===== config.mk =====
export PLATFORM = sky130hd
export DESIGN_NAME = udr_link_ctrl
export DESIGN_NICKNAME = d
export VERILOG_FILES = /design/src/udr_pkg.sv /design/src/udr_ep_regs.sv /design/src/udr_link_ctrl.sv
export SDC_FILE = /design/constraint.sdc
export NUM_CORES = 2
export LEC_CHECK = 0
export BUFFER_PORTS_ARGS = -buffer_cell sky130_fd_sc_hd__buf_2
export CAP_MARGIN = 20
export CORE_UTILIZATION = 45
export CTS_BUF_LIST = sky130_fd_sc_hd__clkbuf_4 sky130_fd_sc_hd__clkbuf_8
export DETAILED_ROUTE_END_ITERATION = 7
export GPL_ROUTABILITY_DRIVEN = 0
export HOLD_SLACK_MARGIN = 0.03
export PLACE_DENSITY_LB_ADDON = 0.2
export SYNTH_ARGS = -nofsm -noshare
export SYNTH_HDL_FRONTEND = slang
export SYNTH_SLANG_ARGS = --single-unit

===== constraint.sdc =====
create_clock -name aclk -period 4.7 [get_ports aclk]
set_clock_uncertainty 0.1 [all_clocks]
set_input_delay 0.705 -clock aclk [delete_from_list [all_inputs] [get_ports aclk]]
set_output_delay 0.705 -clock aclk [all_outputs]
set_load 0.005 [all_outputs]

===== src/udr_pkg.sv =====
package udr_pkg;

  // ----------------------------------------------------------------
  // register byte offsets
  // ----------------------------------------------------------------
  localparam logic [11:0] UDR_FNADR_OFF     = 12'h000;
  localparam logic [11:0] UDR_POWER_OFF     = 12'h001;
  localparam logic [11:0] UDR_INTSTAT_OFF   = 12'h00C;
  localparam logic [11:0] UDR_INTEN_OFF     = 12'h010;
  localparam logic [11:0] UDR_INDEX_OFF     = 12'h00E;
  localparam logic [11:0] UDR_PHYCTL_OFF    = 12'h020;
  localparam logic [11:0] UDR_STATUS_OFF    = 12'h024;
  localparam logic [11:0] UDR_IDX_BASE      = 12'h410;
  localparam logic [11:0] UDR_IDX_LAST      = 12'h41F;
  localparam logic [11:0] UDR_FLAT_BASE     = 12'h500;
  localparam logic [11:0] UDR_FLAT_LAST     = 12'h54F;

  // ----------------------------------------------------------------
  // power register fields
  // ----------------------------------------------------------------
  localparam int UDR_PWR_SUSPEND_BIT = 1;
  localparam int UDR_PWR_RESUME_BIT  = 2;
  localparam int UDR_PWR_HSACT_BIT   = 4;
  localparam int UDR_PWR_HSEN_BIT    = 5;
  localparam int UDR_PWR_SOFTC_BIT   = 6;

  // ----------------------------------------------------------------
  // phy control fields
  // ----------------------------------------------------------------
  localparam int UDR_PHY_CLKSEL_BIT  = 0;
  localparam int UDR_PHY_POL_BIT     = 1;
  localparam int UDR_PHY_PDWN_BIT    = 2;
  localparam int UDR_PHY_OTGPD_BIT   = 3;
  localparam int UDR_PHY_OSCPD_BIT   = 4;
  localparam int UDR_PHY_SESEN_BIT   = 5;
  localparam int UDR_PHY_VBDET_BIT   = 6;
  localparam int UDR_PHY_PLLON_BIT   = 7;
  localparam int UDR_PHY_CLKGD_BIT   = 8;
  localparam logic [7:0] UDR_PHY_RESET = 8'h1C;

  // ----------------------------------------------------------------
  // interrupt status bits
  // ----------------------------------------------------------------
  localparam int UDR_INT_SUSPEND = 0;
  localparam int UDR_INT_RESUME  = 1;
  localparam int UDR_INT_RESET   = 2;
  localparam int UDR_INT_SOF     = 3;
  localparam int UDR_INT_CONN    = 4;
  localparam int UDR_INT_DISCON  = 5;
  localparam int UDR_INT_EP0     = 8;

  // ----------------------------------------------------------------
  // fifo ram and timing
  // ----------------------------------------------------------------
  localparam int          UDR_RAM_BYTES  = 4096;
  localparam logic [12:0] UDR_EP0_SIZE   = 13'h0040;
  localparam logic [12:0] UDR_EP0_START  = 13'h0000;
  localparam int          UDR_CLK_KHZ    = 40000;
  localparam int          UDR_SUSP_US    = 3000;
  localparam int          UDR_SUSP_CYC   = UDR_SUSP_US * (UDR_CLK_KHZ / 1000);
  localparam int          UDR_PLL_LOCK_CYC = 16;

  typedef enum logic [1:0] {UDR_PH_OFF, UDR_PH_LOCK, UDR_PH_GOOD} udr_phy_st_t;

endpackage : udr_pkg


===== src/udr_ep_regs.sv =====
module udr_ep_regs
  import udr_pkg::*;
#(
  parameter int NUM_EP = 5
) (
  input  wire logic              aclk,
  input  wire logic              aresetn,
  input  wire logic              flush,
  input  wire logic              we,
  input  wire logic [2:0]        wr_ep,
  input  wire logic [1:0]        wr_slot,
  input  wire logic [31:0]       wr_data,
  input  wire logic [3:0]        wr_strb,
  input  wire logic [2:0]        rd_ep,
  input  wire logic [1:0]        rd_slot,
  output logic      [31:0]       rd_data
);

  if (NUM_EP < 1 || NUM_EP > 8) begin : g_bad_num_ep
    $error("udr_ep_regs: NUM_EP out of range");
  end

  logic [31:0] mem_q [NUM_EP][4];
  logic [31:0] mem_d [NUM_EP][4];

  always_comb begin
    mem_d = mem_q;
    if (flush) begin
      for (int e = 0; e < NUM_EP; e++) begin
        for (int s = 0; s < 4; s++) begin
          mem_d[e][s] = 32'h0000_0000;
        end
      end
    end else if (we && int'(wr_ep) < NUM_EP) begin
      for (int b = 0; b < 4; b++) begin
        if (wr_strb[b]) mem_d[wr_ep][wr_slot][8*b +: 8] = wr_data[8*b +: 8];
      end
      // ep0 fifo fixed
      if (wr_ep == 3'h0) begin
        mem_d[0][3] = {3'h0, UDR_EP0_SIZE, 3'h0, UDR_EP0_START};
      end
    end
    if (NUM_EP > 0) mem_d[0][3] = {3'h0, UDR_EP0_SIZE, 3'h0, UDR_EP0_START};
  end

  always_ff @(posedge aclk) begin
    if (!aresetn) begin
      for (int e = 0; e < NUM_EP; e++) begin
        for (int s = 0; s < 4; s++) begin
          mem_q[e][s] <= 32'h0000_0000;
        end
      end
    end else begin
      mem_q <= mem_d;
    end
  end

  assign rd_data = (int'(rd_ep) < NUM_EP) ? mem_q[rd_ep][rd_slot] : 32'h0000_0000;

endmodule : udr_ep_regs


===== src/udr_link_ctrl.sv =====
// Operation
// one indexed endpoint register window selected by index register
// every endpoint also mapped flat, 16 bytes each, endpoint 0 first
// software sets clock select 0 for 24 MHz, 1 for 36 MHz
// polarity select 0 keeps data lines, 1 swaps them
// software powers phy up; clock-good set once pll locks
// vbus enable high as host in session, low as peripheral
// 4K fifo ram; per endpoint start, max size, double buffer
// only endpoints 1..4 placeable; endpoint 0 fixed 64 bytes at 0
// software keeps endpoint ram regions disjoint and large enough
// host mode on A end, peripheral mode on B end
// interrupt on transfer done, reset, resume, suspend, connect, sof
// handler services endpoint 0, then others, suspend last
// soft connect clears at reset; cleared means disconnected
// peripheral suspends after 3 ms idle, raising suspend interrupt
// external logic restarts stopped clock on resume signalling
// resume signalling exits suspend and raises resume interrupt
// software holds resume bit 2 to 15 ms for remote wakeup
// no resume interrupt for software-started wakeup
// bus reset zeroes address, index, fifos, csrs; raises reset interrupt
// high-speed enable during reset negotiates; outcome in active flag
// software closes pipes after reset interrupt
// vbus enable is a digital on/off output
// index holds until rewritten or bus reset
//
// The placing of the registers and the AXI4-Lite slave port were left to the implementer.
module udr_link_ctrl
  import udr_pkg::*;
#(
  parameter int SUSP_CYC = UDR_SUSP_CYC,
  parameter int NUM_EP   = 5
) (
  input  wire logic        aclk,
  input  wire logic        aresetn,
  input  wire logic [11:0] s_axi_awaddr,
  input  wire logic        s_axi_awvalid,
  output logic             s_axi_awready,
  input  wire logic [31:0] s_axi_wdata,
  input  wire logic [3:0]  s_axi_wstrb,
  input  wire logic        s_axi_wvalid,
  output logic             s_axi_wready,
  output logic [1:0]       s_axi_bresp,
  output logic             s_axi_bvalid,
  input  wire logic        s_axi_bready,
  input  wire logic [11:0] s_axi_araddr,
  input  wire logic        s_axi_arvalid,
  output logic             s_axi_arready,
  output logic [31:0]      s_axi_rdata,
  output logic [1:0]       s_axi_rresp,
  output logic             s_axi_rvalid,
  input  wire logic        s_axi_rready,
  input  wire logic        cable_a_end,
  input  wire logic        session_valid,
  input  wire logic        bus_activity,
  input  wire logic        bus_resume,
  input  wire logic        bus_reset,
  input  wire logic        bus_connect,
  input  wire logic        bus_disconnect,
  input  wire logic        bus_sof,
  input  wire logic        hs_handshake_ok,
  input  wire logic [4:0]  ep_done,
  input  wire logic        pll_locked,
  output logic             vbus_supply_enable_output,
  output logic             pullup_enable,
  output logic             line_swap,
  output logic             host_mode,
  output logic             resume_drive,
  output logic             fifo_flush,
  output logic             usb_irq
);

  if (SUSP_CYC < 1) begin : g_bad_susp
    $error("udr_link_ctrl: SUSP_CYC must be positive");
  end
  if (NUM_EP != 5) begin : g_bad_num_ep
    $error("udr_link_ctrl: five endpoints expected");
  end

  // ----------------------------------------------------------------
  // state
  // ----------------------------------------------------------------
  logic [6:0]  fnadr_q, fnadr_d;
  logic [7:0]  power_q, power_d;
  logic [3:0]  index_q, index_d;
  logic [7:0]  phy_q, phy_d;
  logic [15:0] istat_q, istat_d;
  logic [15:0] ien_q, ien_d;
  logic [31:0] idle_q, idle_d;
  logic [4:0]  lock_q, lock_d;
  udr_phy_st_t pst_q, pst_d;
  logic        clkgd_q, clkgd_d;
  logic        aw_q, aw_d, w_q, w_d, bv_q, bv_d, rv_q, rv_d;
  logic [11:0] awa_q, awa_d;
  logic [31:0] wd_q, wd_d, rd_q, rd_d;
  logic [3:0]  ws_q, ws_d;
  logic [1:0]  br_q, br_d, rr_q, rr_d;
  logic        vbus_q, vbus_d, pu_q, pu_d, swap_q, swap_d, host_q, host_d;
  logic        rsm_q, rsm_d, flush_q, flush_d, irq_q, irq_d;
  logic        bus_reset_q;
  logic        aw_rdy_q, aw_rdy_d, w_rdy_q, w_rdy_d, ar_rdy_q, ar_rdy_d;

  // ----------------------------------------------------------------
  // decode
  // ----------------------------------------------------------------
  function automatic logic ep_hit(input logic [11:0] a, output logic [2:0] ep,
                                  output logic [1:0] slot, input logic [3:0] idx);
    ep   = 3'h0;
    slot = a[3:2];
    // indexed window
    if (a >= UDR_IDX_BASE && a <= UDR_IDX_LAST) begin
      ep = idx[2:0];
      return 1'b1;
    // flat map
    end else if (a >= UDR_FLAT_BASE && a <= UDR_FLAT_LAST) begin
      ep = a[6:4];
      return 1'b1;
    end
    return 1'b0;
  endfunction : ep_hit

  logic        wr_fire, ep_we, rd_fire;
  logic [2:0]  wep, rep;
  logic [1:0]  wsl, rsl;
  logic        whit, rhit;
  logic [31:0] ep_rdata;

  always_comb begin
    whit = ep_hit(awa_q, wep, wsl, index_q);
    rhit = ep_hit(s_axi_araddr, rep, rsl, index_q);
  end

  assign wr_fire = aw_q && w_q && !bv_q;
  assign rd_fire = s_axi_arvalid && !rv_q;
  assign ep_we   = wr_fire && whit;

  // fifo config bank
  udr_ep_regs #(.NUM_EP(NUM_EP)) u_ep (
    .aclk    (aclk),
    .aresetn (aresetn),
    .flush   (flush_d),
    .we      (ep_we),
    .wr_ep   (wep),
    .wr_slot (wsl),
    .wr_data (wd_q),
    .wr_strb (ws_q),
    .rd_ep   (rep),
    .rd_slot (rsl),
    .rd_data (ep_rdata)
  );

  // ----------------------------------------------------------------
  // bus slave and control
  // ----------------------------------------------------------------
  always_comb begin
    aw_d = aw_q; w_d = w_q; bv_d = bv_q; rv_d = rv_q;
    awa_d = awa_q; wd_d = wd_q; ws_d = ws_q; br_d = br_q; rr_d = rr_q; rd_d = rd_q;
    fnadr_d = fnadr_q; power_d = power_q; index_d = index_q; phy_d = phy_q;
    istat_d = istat_q; ien_d = ien_q;
    if (s_axi_awvalid && !aw_q) begin
      aw_d = 1'b1;
      awa_d = s_axi_awaddr;
    end
    if (s_axi_wvalid && !w_q) begin
      w_d = 1'b1;
      wd_d = s_axi_wdata;
      ws_d = s_axi_wstrb;
    end
    if (bv_q && s_axi_bready) bv_d = 1'b0;
    if (rv_q && s_axi_rready) rv_d = 1'b0;
    if (wr_fire) begin
      aw_d = 1'b0;
      w_d  = 1'b0;
      bv_d = 1'b1;
      br_d = 2'b00;
      if (whit) begin
      end else if (awa_q == UDR_FNADR_OFF) begin
        if (ws_q[0]) fnadr_d = wd_q[6:0];
        if (ws_q[1]) begin
          // soft connect
          power_d[UDR_PWR_SOFTC_BIT] = wd_q[8 + UDR_PWR_SOFTC_BIT];
          power_d[UDR_PWR_HSEN_BIT]  = wd_q[8 + UDR_PWR_HSEN_BIT];
          // software resume
          power_d[UDR_PWR_RESUME_BIT] = wd_q[8 + UDR_PWR_RESUME_BIT];
        end
      end else if (awa_q == UDR_INTSTAT_OFF) begin
        // index held
        if (ws_q[2]) index_d = wd_q[19:16];
      end else if (awa_q == UDR_INTEN_OFF) begin
        ien_d = wd_q[15:0];
      end else if (awa_q == UDR_PHYCTL_OFF) begin
        // phy setup
        if (ws_q[0]) phy_d = wd_q[7:0];
      end else if (awa_q == UDR_STATUS_OFF) begin
        istat_d = istat_q & ~wd_q[15:0];
      end else begin
        br_d = 2'b10;
      end
    end
    if (rd_fire) begin
      rv_d = 1'b1;
      rr_d = 2'b00;
      if (rhit) rd_d = ep_rdata;
      else if (s_axi_araddr == UDR_FNADR_OFF) rd_d = {16'h0000, power_q, 1'b0, fnadr_q};
      else if (s_axi_araddr == UDR_INTSTAT_OFF) rd_d = {12'h000, index_q, 16'h0000};
      else if (s_axi_araddr == UDR_INTEN_OFF) rd_d = {16'h0000, ien_q};
      else if (s_axi_araddr == UDR_PHYCTL_OFF) rd_d = {23'h0, clkgd_q, phy_q};
      else if (s_axi_araddr == UDR_STATUS_OFF) rd_d = {14'h0, host_q, vbus_q, istat_q};
      else begin
        rd_d = 32'h0000_0000;
        rr_d = 2'b10;
      end
    end
    // event flags, set beats clear
    if (bus_sof) istat_d[UDR_INT_SOF] = 1'b1;
    if (bus_connect) istat_d[UDR_INT_CONN] = 1'b1;
    if (bus_disconnect) istat_d[UDR_INT_DISCON] = 1'b1;
    for (int e = 0; e < 5; e++) begin
      if (ep_done[e]) istat_d[UDR_INT_EP0 + e] = 1'b1;
    end
    // idle suspend
    if (!host_q && idle_q >= 32'(SUSP_CYC - 1) && !power_q[UDR_PWR_SUSPEND_BIT]
        && !bus_activity) begin
      power_d[UDR_PWR_SUSPEND_BIT] = 1'b1;
      if (ien_q[UDR_INT_SUSPEND]) istat_d[UDR_INT_SUSPEND] = 1'b1;
    end
    // resume exits suspend
    if (power_q[UDR_PWR_SUSPEND_BIT] && bus_resume) begin
      power_d[UDR_PWR_SUSPEND_BIT] = 1'b0;
      // no interrupt for own wakeup
      if (ien_q[UDR_INT_RESUME] && !power_q[UDR_PWR_RESUME_BIT])
        istat_d[UDR_INT_RESUME] = 1'b1;
    end
    // bus reset
    if (bus_reset && !host_q) begin
      fnadr_d = 7'h00;
      index_d = 4'h0;
      power_d = power_q & 8'((1 << UDR_PWR_SOFTC_BIT) | (1 << UDR_PWR_HSEN_BIT));
      istat_d[UDR_INT_RESET] = 1'b1;
      // hs negotiation
      power_d[UDR_PWR_HSACT_BIT] = power_q[UDR_PWR_HSEN_BIT] & hs_handshake_ok;
    end
  end

  // ----------------------------------------------------------------
  // phy start-up and pins
  // ----------------------------------------------------------------
  always_comb begin
    pst_d = pst_q;
    lock_d = lock_q;
    clkgd_d = 1'b0;
    idle_d = (bus_activity || host_q || power_q[UDR_PWR_SUSPEND_BIT]) ? 32'h0 : idle_q + 32'h1;
    case (pst_q)
      UDR_PH_OFF: begin
        lock_d = 5'h00;
        if (!phy_q[UDR_PHY_PDWN_BIT] && !phy_q[UDR_PHY_OTGPD_BIT] &&
            !phy_q[UDR_PHY_OSCPD_BIT] && phy_q[UDR_PHY_PLLON_BIT]) pst_d = UDR_PH_LOCK;
      end
      UDR_PH_LOCK: begin
        if (!phy_q[UDR_PHY_PLLON_BIT] || phy_q[UDR_PHY_PDWN_BIT]) pst_d = UDR_PH_OFF;
        else if (pll_locked && lock_q >= 5'(UDR_PLL_LOCK_CYC - 1)) pst_d = UDR_PH_GOOD;
        else lock_d = lock_q + 5'h1;
      end
      UDR_PH_GOOD: begin
        // clock good
        clkgd_d = 1'b1;
        if (!phy_q[UDR_PHY_PLLON_BIT] || phy_q[UDR_PHY_PDWN_BIT] || !pll_locked) begin
          pst_d = UDR_PH_OFF;
          clkgd_d = 1'b0;
        end
      end
      default: pst_d = UDR_PH_OFF;
    endcase
    // role from cable
    host_d = cable_a_end;
    // vbus auto
    // digital enable
    vbus_d = cable_a_end && session_valid;
    // connect only when set
    pu_d = power_d[UDR_PWR_SOFTC_BIT] && !cable_a_end && clkgd_q;
    // line swap
    swap_d = phy_q[UDR_PHY_POL_BIT];
    rsm_d = power_q[UDR_PWR_RESUME_BIT] && power_q[UDR_PWR_SUSPEND_BIT];
    // fifo flush
    flush_d = bus_reset && !host_q && !bus_reset_q;
    irq_d = |(istat_d & ien_q);
    // ready flags kept as flops so the bus pins come straight from registers
    aw_rdy_d = !aw_d;
    w_rdy_d = !w_d;
    ar_rdy_d = !rv_d;
  end

  always_ff @(posedge aclk) begin
    if (!aresetn) begin
      fnadr_q <= 7'h00; power_q <= 8'h00; index_q <= 4'h0; phy_q <= UDR_PHY_RESET;
      istat_q <= 16'h0000; ien_q <= 16'h0000; idle_q <= 32'h0; lock_q <= 5'h00;
      pst_q <= UDR_PH_OFF; clkgd_q <= 1'b0;
      aw_q <= 1'b0; w_q <= 1'b0; bv_q <= 1'b0; rv_q <= 1'b0;
      awa_q <= 12'h000; wd_q <= 32'h0; rd_q <= 32'h0; ws_q <= 4'h0;
      br_q <= 2'b00; rr_q <= 2'b00;
      vbus_q <= 1'b0; pu_q <= 1'b0; swap_q <= 1'b0; host_q <= 1'b0;
      rsm_q <= 1'b0; flush_q <= 1'b0; irq_q <= 1'b0; bus_reset_q <= 1'b0;
      aw_rdy_q <= 1'b1;
      w_rdy_q  <= 1'b1;
      ar_rdy_q <= 1'b1;
    end else begin
      fnadr_q <= fnadr_d; power_q <= power_d; index_q <= index_d; phy_q <= phy_d;
      istat_q <= istat_d; ien_q <= ien_d; idle_q <= idle_d; lock_q <= lock_d;
      pst_q <= pst_d; clkgd_q <= clkgd_d;
      aw_q <= aw_d; w_q <= w_d; bv_q <= bv_d; rv_q <= rv_d;
      awa_q <= awa_d; wd_q <= wd_d; rd_q <= rd_d; ws_q <= ws_d;
      br_q <= br_d; rr_q <= rr_d;
      vbus_q <= vbus_d; pu_q <= pu_d; swap_q <= swap_d; host_q <= host_d;
      rsm_q <= rsm_d; flush_q <= flush_d; irq_q <= irq_d; bus_reset_q <= bus_reset;
      aw_rdy_q <= aw_rdy_d;
      w_rdy_q  <= w_rdy_d;
      ar_rdy_q <= ar_rdy_d;
    end
  end

  assign s_axi_awready = aw_rdy_q;
  assign s_axi_wready  = w_rdy_q;
  assign s_axi_bvalid  = bv_q;
  assign s_axi_bresp   = br_q;
  assign s_axi_arready = ar_rdy_q;
  assign s_axi_rvalid  = rv_q;
  assign s_axi_rdata   = rd_q;
  assign s_axi_rresp   = rr_q;
  assign vbus_supply_enable_output = vbus_q;
  assign pullup_enable = pu_q;
  assign line_swap     = swap_q;
  assign host_mode     = host_q;
  assign resume_drive  = rsm_q;
  assign fifo_flush    = flush_q;
  assign usb_irq       = irq_q;

endmodule : udr_link_ctrl


After elaboration in Yosys (flattened, before gate mapping)

Cells that the tools add are included.

Flip-flop bits (word level): 826
Output and inout port bits: 48
Bits of input ports: 82
Word-level logic and storage cells: 295
ROM bits: 0
Bits in writable memories: 0
Memories: 0
Bits in latches: 0

Reduce and logical (&&, ||, !) cells: 71
$mul: 0
Multiplexer cells: 120
Divide/modulo/power cells: 0
Bitwise gates (word level): 14
Shift operators: 0
Equal/unequal tests: 15
$add $sub $neg: 2
Magnitude comparators: 18

Operators with widths:

| operator                                                                | number |
|---|---|
| 640-bit 2-to-1 mux                                                      | 10 |
| 640-bit bitwise mux                                                     | 4 |
| 128-bit demux with 3-bit select                                         | 4 |
| 512-bit 2-to-1 mux                                                      | 2 |
| 128-bit 2-to-1 mux                                                      | 6 |
| 535-bit 2-to-1 mux                                                      | 1 |
| 128-bit binary-select mux with 3-bit select                             | 1 |
| 32-bit demux with 2-bit select                                          | 4 |
| 32-bit 2-to-1 mux                                                       | 5 |
| 16-bit 2-to-1 mux                                                       | 8 |
| 32-bit binary-select mux with 2-bit select                              | 1 |
| 18-bit 2-to-1 mux                                                       | 3 |
| 12-bit by 6-bit equality test with 1-bit output, second input constant  | 4 |
| 12-bit by 11-bit >= comparator with 1-bit output, second input constant | 4 |
| 12-bit by 11-bit <= comparator with 1-bit output, second input constant | 4 |
| 2-bit 2-to-1 mux                                                        | 20 |
| 20-bit 2-to-1 mux                                                       | 2 |
| 1-bit 2-to-1 mux                                                        | 38 |
| 32-bit by 1-bit adder with 32-bit output, second input constant         | 1 |
| 16-bit bitwise AND                                                      | 2 |
| 32-bit by 17-bit >= comparator with 1-bit output, second input constant | 1 |
| 1-bit logical AND                                                       | 30 |
| 12-bit by 4-bit equality test with 1-bit output, second input constant  | 2 |
| 12-bit by 5-bit equality test with 1-bit output, second input constant  | 2 |
| other kinds (36)                                                        | 81 |

Depth between registers and ports, before layout

Depth after elaboration: 26
Gate-level depth with buffers: 12
Mapped depth without buffers: 10

Hierarchy

From an unflattened synthesis, not the netlist that was laid out.

Cell total of the unflattened synthesis: 4504
Area, all modules: 37188.2 um^2

Modules (own cells, without submodules):

| module        | cells each | times used | sequential area each (um^2) | area each (um^2) |
|---|---|---|---|---|
| udr_ep_regs   | 3551       | 1          | 12191.7                     | 28878.9 |
| udr_link_ctrl | 953        | 1          | 3863.7                      | 8309.2 |

Worst setup path before layout

No wires, ideal clock.

Kind: in2reg
Start: input port s_axi_araddr[7]
End: register rd_q[14] (netlist: s_axi_rdata[14])
Setup slack: 1.499 ns
Stages: 11
Buffers on the path: 5
Data arrival time: 2.967 ns
Required time: 4.466 ns
Setup time: 0.134 ns
Path through: or4b_1 > buf_2 > o41a_1 > clkbuf_1 > buf_2 > buf_2 > clkbuf_1 > a211oi_1 > o22ai_1 > nand4_1 > a31oi_1

Longest elaborated chain between the ends: 13
Elaborated cells between the ends (all ways): 32
Classes of those cells: order compare: 5; eq/ne: 4; mux: 19; bitwise: 1; reduce/logical: 3

RTL lines:

| what                                                                                                                        | line                 | RTL |
|---|---|---|
| start, declared                                                                                                             | udr_link_ctrl.sv:45  | `input wire logic [11:0] s_axi_araddr,` |
| 12-bit by 11-bit >= comparator with 1-bit output / 12-bit by 11-bit <= comparator with 1-bit output (equally long branches) | udr_link_ctrl.sv:114 | `end else if (a >= UDR_FLAT_BASE && a <= UDR_FLAT_LAST) begin` |
| 1-bit logical AND                                                                                                           | udr_link_ctrl.sv:114 |  |
| 3-bit 2-to-1 mux                                                                                                            | udr_link_ctrl.sv:114 |  |
| 3-bit 2-to-1 mux                                                                                                            | udr_link_ctrl.sv:110 | `if (a >= UDR_IDX_BASE && a <= UDR_IDX_LAST) begin` |
| 3-bit inverter with 4-bit output (not written as such)                                                                      | udr_ep_regs.sv:58    | `assign rd_data = (int'(rd_ep) < NUM_EP) ? mem_q[rd_ep][rd_slot] : 32'h0000_0000;` |
| 128-bit binary-select mux with 3-bit select                                                                                 | udr_ep_regs.sv:58    |  |
| 128-bit 2-to-1 mux (not written as such) (2 in a row)                                                                       | udr_ep_regs.sv:58    |  |
| 32-bit binary-select mux with 2-bit select                                                                                  | udr_ep_regs.sv:58    |  |
| 32-bit 2-to-1 mux (not written as such) (2 in a row)                                                                        | udr_ep_regs.sv:58    |  |
| 32-bit 2-to-1 mux                                                                                                           | udr_ep_regs.sv:58    |  |
| 32-bit 2-to-1 mux *                                                                                                         | udr_link_ctrl.sv:202 | `if (rhit) rd_d = ep_rdata;` |
| end signal, assigned                                                                                                        | udr_link_ctrl.sv:310 | `awa_q <= awa_d; wd_q <= wd_d; rd_q <= rd_d; ws_q <= ws_d;` |
| end, declared                                                                                                               | udr_link_ctrl.sv:94  | `logic [31:0] wd_q, wd_d, rd_q, rd_d;` |

Every way passes the cells marked *; elsewhere a longest branch is shown, timed or not. The select of a mux whose other input is x is not followed.
A chain may end at the register's enable or synchronous reset.

Worst setup path in the final report

Start: register awa_q[11]
End: register u_ep.mem_q[449] (netlist name)

Longest elaborated chain between the ends: 23
Elaborated cells between the ends (all ways): 41
Classes of those cells: order compare: 7; mux: 28; bitwise: 1; reduce/logical: 5

RTL lines:

| what                                                                                                                        | line                 | RTL |
|---|---|---|
| start, declared                                                                                                             | udr_link_ctrl.sv:93  | `logic [11:0] awa_q, awa_d;` |
| start signal, assigned                                                                                                      | udr_link_ctrl.sv:310 |  |
| 12-bit by 11-bit >= comparator with 1-bit output / 12-bit by 11-bit <= comparator with 1-bit output (equally long branches) | udr_link_ctrl.sv:114 |  |
| 1-bit logical AND                                                                                                           | udr_link_ctrl.sv:114 |  |
| 3-bit 2-to-1 mux                                                                                                            | udr_link_ctrl.sv:114 |  |
| 3-bit 2-to-1 mux                                                                                                            | udr_link_ctrl.sv:110 |  |
| 3-bit inverter with 4-bit output (not written as such)                                                                      | udr_ep_regs.sv:36    | `if (wr_strb[b]) mem_d[wr_ep][wr_slot][8*b +: 8] = wr_data[8*b +: 8];` |
| 4-bit >= comparator (not written as such) / 4-bit by 1-bit less-than comparator with 1-bit output (equally long branches)   | udr_ep_regs.sv:36    |  |
| 1-bit logical AND (not written as such)                                                                                     | udr_ep_regs.sv:36    |  |
| 128-bit 2-to-1 mux (not written as such)                                                                                    | udr_ep_regs.sv:36    |  |
| (+7 left out)                                                                                                               | -                    |  |
| 640-bit 2-to-1 mux                                                                                                          | udr_ep_regs.sv:34    | `end else if (we && int'(wr_ep) < NUM_EP) begin` |
| 640-bit 2-to-1 mux                                                                                                          | udr_ep_regs.sv:28    | `if (flush) begin` |
| 640-bit bitwise mux                                                                                                         | udr_ep_regs.sv:36    |  |
| 640-bit 2-to-1 mux                                                                                                          | udr_ep_regs.sv:36    |  |
| 640-bit 2-to-1 mux                                                                                                          | udr_ep_regs.sv:34    |  |
| 640-bit 2-to-1 mux                                                                                                          | udr_ep_regs.sv:28    |  |
| 640-bit bitwise mux                                                                                                         | udr_ep_regs.sv:36    |  |
| 640-bit 2-to-1 mux                                                                                                          | udr_ep_regs.sv:36    |  |
| end signal, assigned                                                                                                        | udr_ep_regs.sv:54    | `mem_q <= mem_d;` |
| end, declared                                                                                                               | udr_ep_regs.sv:23    | `logic [31:0] mem_q [NUM_EP][4];` |

Several ways; a longest one is shown, not always the timed one. The select of a mux whose other input is x is not followed.

==> flow_summary.ini <==
[timing]
fin_crit_sh_pct = 79.7
period_needed_ns = 3.75
finalHoldViolCount = 0
finalMaxSlewViolations = 0
max-slew-margin-rel_pct = 17.1
worstMarginPinSlew_ns = 1.24
fmax_mhz = 267
rsz0062_at_grt = false
setup-tns-final_ns = 0
setup_viol = 0

[routing]
dr.pass1.iters = 6
drtAntennaViolNets = 0
drt_iter0_drc = 3906
drc = 0
routed_via_density = 6.01
vias = 34800
avgRoutedWirePerCell_um = 22.9
drt_wl_total_um = 133000

[floorplan]
die-area_um2 = 79800
die_h_um = 282
rows = 102
coreArea_um2 = 77600
initial_utilization_pct = 45.6
ios = 130
die_x_um = 282

[min_path]
hold_depth = 3
hold_class = in -> reg

[final_layout]
nNetsFinal = 4740
syn2layout_area_growth_pct = 14.4
layout-drive-gt1-share_pct = 13.1
final_cell_count_no_fill = 5794
fillCellCount = 7553

[yosys]
synth.most_common_cell = nand2_1
syn_inst = 4613
yosys-top-cells-count = nand2_1 (1263), dfxtp_1 (802), a21oi_1 (692)
synth_top_area_share_pct = 45.4
synth_seq_area_share_pct = 45.4
ys_warn_count = 0
synth_top_cell_by_area = dfxtp_1
ys_ff_latch = 802
synthFlopType = dfxtp_1
async_reset_ff_share_pct = 0
synth_cell_types = 88
avgSynthCellArea_um2 = 7.67
ys_top_cells_by_area = dfxtp_1 (45%), nand2_1 (13%), a21oi_1 (9.8%)
synth-edff-count = 0
syn_area_um2 = 35400

[worst_setup_path]
path_delay_family = simple AND/OR/NAND/NOR gates
cp-start-kind = flip-flop
crit_path_cell_trace = nor4b_1 > o211ai_1 > a21oi_2 > buf_4 > nand2_1 > buf_4 > nor3_1 > nand2_1 > a21oi_1
path_buf_inv = 2
cp_max_fo = 36
arrival_ns = 4.36
critical-path-max-stage-delay_ns = 0.93
criticalPathCategory = reg -> reg
reg2regPathDepth = 9
cp-end-kind = flip-flop
crit_slowest_cell = nor3_1
crit_required_ns = 5.31
critical_path_depth = 9

[clock_network]
cts_setup_buffers = 0
cts_buffers = 139
ctsHtreeMaxLevel = 4
cts-root-buf = clkbuf_8
clock_path_buffers = 3
clk_pin_slew_ns = 0.06
cts_hold_buffers = 30
cts_resized = 0
cts_tree = built
cts.sink_count = 802
clk_latency_ns = 0.80

[grt]
grt_usage_pct = 32.7
gr-total-overflow = 0
grt_pass1_wl_um = 199000
grt_pass1_vias = 32200
grt_max_degree = 109
grt_antenna_before_repair = 9

[placed_design]
numPortBuffers = 127
place.detailed.hpwl_um = 87000
dpl.cell_count = 5523

[power_and_ir_drop]
p_leak_nw = 13.0
power_density_nw_per_um2 = 358
peakVddDrop_v = 0.000273

[job]
maxCapViolations = 0

[outcome]
status = complete, no violations
## sequential cells by signal, indices dropped and copies added, names as in the netlist, 2 cells and up
name         flops
phy_q            8
pst_q            2
idle_q          32
awa_q           12
istat_q         16
lock_q           5
index_q          4
s_axi_rdata     32
wd_q            32
u_ep.mem_q     609
fnadr_q          7
ws_q             4
ien_q           16
power_q          5
## power by group
group / internal [mW] / leakage, nW / switching [mW] / total [mW]
logic: 0.233 / 5.04 / 0.603 / 0.837
registers: 6.85 / 6.47 / 0.119 / 6.97
clock network: 3.77 / 1.52 / 2.92 / 6.70
total: 10.9 / 13.0 / 3.65 / 14.5
## through the flow
step	power (mW)	area, um2	hold slack, ns	util, %	worst slack [ns]
2_1_floorplan	7.50	35400	0.298	-	1.50
5_1_grt	14.9	40500	0.0597	52.2	0.778
4_1_cts	14.5	40400	0.0306	52.1	1.04
3_3_place_gp	7.90	37200	0.334	48.0	0.649
6_report	14.5	40500	0.0715	52.2	0.954
3_5_place_dp	7.90	37300	0.342	48.0	0.626
## logic make-up after synthesis
| kind of cell | after synthesis | share of synthesized area, % |
|---|---|---|
| AOI/OAI and AO/OA | 1252 | 21.1 |
| xor gates and xnor gates | 30 | 0.743 |
| adders and majority gates | 3 | 0.106 |
| buffers and inverters | 423 | 4.70 |
| DFF | 802 | 45.4 |
| muxes | 131 | 3.83 |
| other | 1 | 0.0106 |
| and+or+nand+nor | 1971 | 24.1 |
## cells in the final DEF (no fill, tap or decap), types with 31 or more instances in the layout
cell / count
a211oi_1: 31
a21boi_0: 69
a21oi_1: 692
a221oi_1: 48
and2_1: 36
buf_2: 127
buf_4: 124
clkbuf_4: 45
clkbuf_8: 174
dfxtp_1: 802
mux2i_1: 105
nand2_1: 1262
nand3_1: 313
nor2_1: 121
o21ai_0: 183
## area by class of cell
class                           instances  area [um2]  share of cell area, %
Antenna cell                            5        12.5                 0.0309
Clock buffer                          219        2730                   6.75
Clock inverter                         16         155                  0.383
Inverter                               19        71.3                  0.176
Multi-Input combinational cell       3389       17800                   44.0
Sequential cell                       802       16100                   39.7
Tap cell                             1040        1300                   3.21
Timing Repair Buffer                  304        2330                   5.77
## tightest hold or removal path, delay by kind of cell
| kind | cells | cell delay, ns |
|---|---|---|
| buf+inv | 1 | 0.09 |
| compound gates | 1 | 0.07 |
| simple gates | 1 | 0.04 |
## layer usage
metal / vias to the layer above / wire length [um] / global-route usage [%]
li1: 16100 / - / -
met1: 16600 / 54700 / 43.2
met2: 1807 / 58500 / 49.9
met3: 344 / 13500 / 7.54
met4: 8 / 6040 / 16.0
met5: - / 47 / 0
## worst paths after layout
check	start	end	slack, ns
setup / recovery	awa_q[11]$_SDFFE_PN0P_	u_ep.mem_q[449]$_SDFFE_PP0P_	0.95
hold / removal	s_axi_wdata[13]	wd_q[13]$_SDFFE_PN0P_	0.07
setup reg to reg	awa_q[11]$_SDFFE_PN0P_	u_ep.mem_q[449]$_SDFFE_PP0P_	0.95
hold reg to reg	u_ep.mem_q[156]$_SDFFE_PP0P_	u_ep.mem_q[156]$_SDFFE_PP0P_	0.35
(Power assumes the default switching activity.)
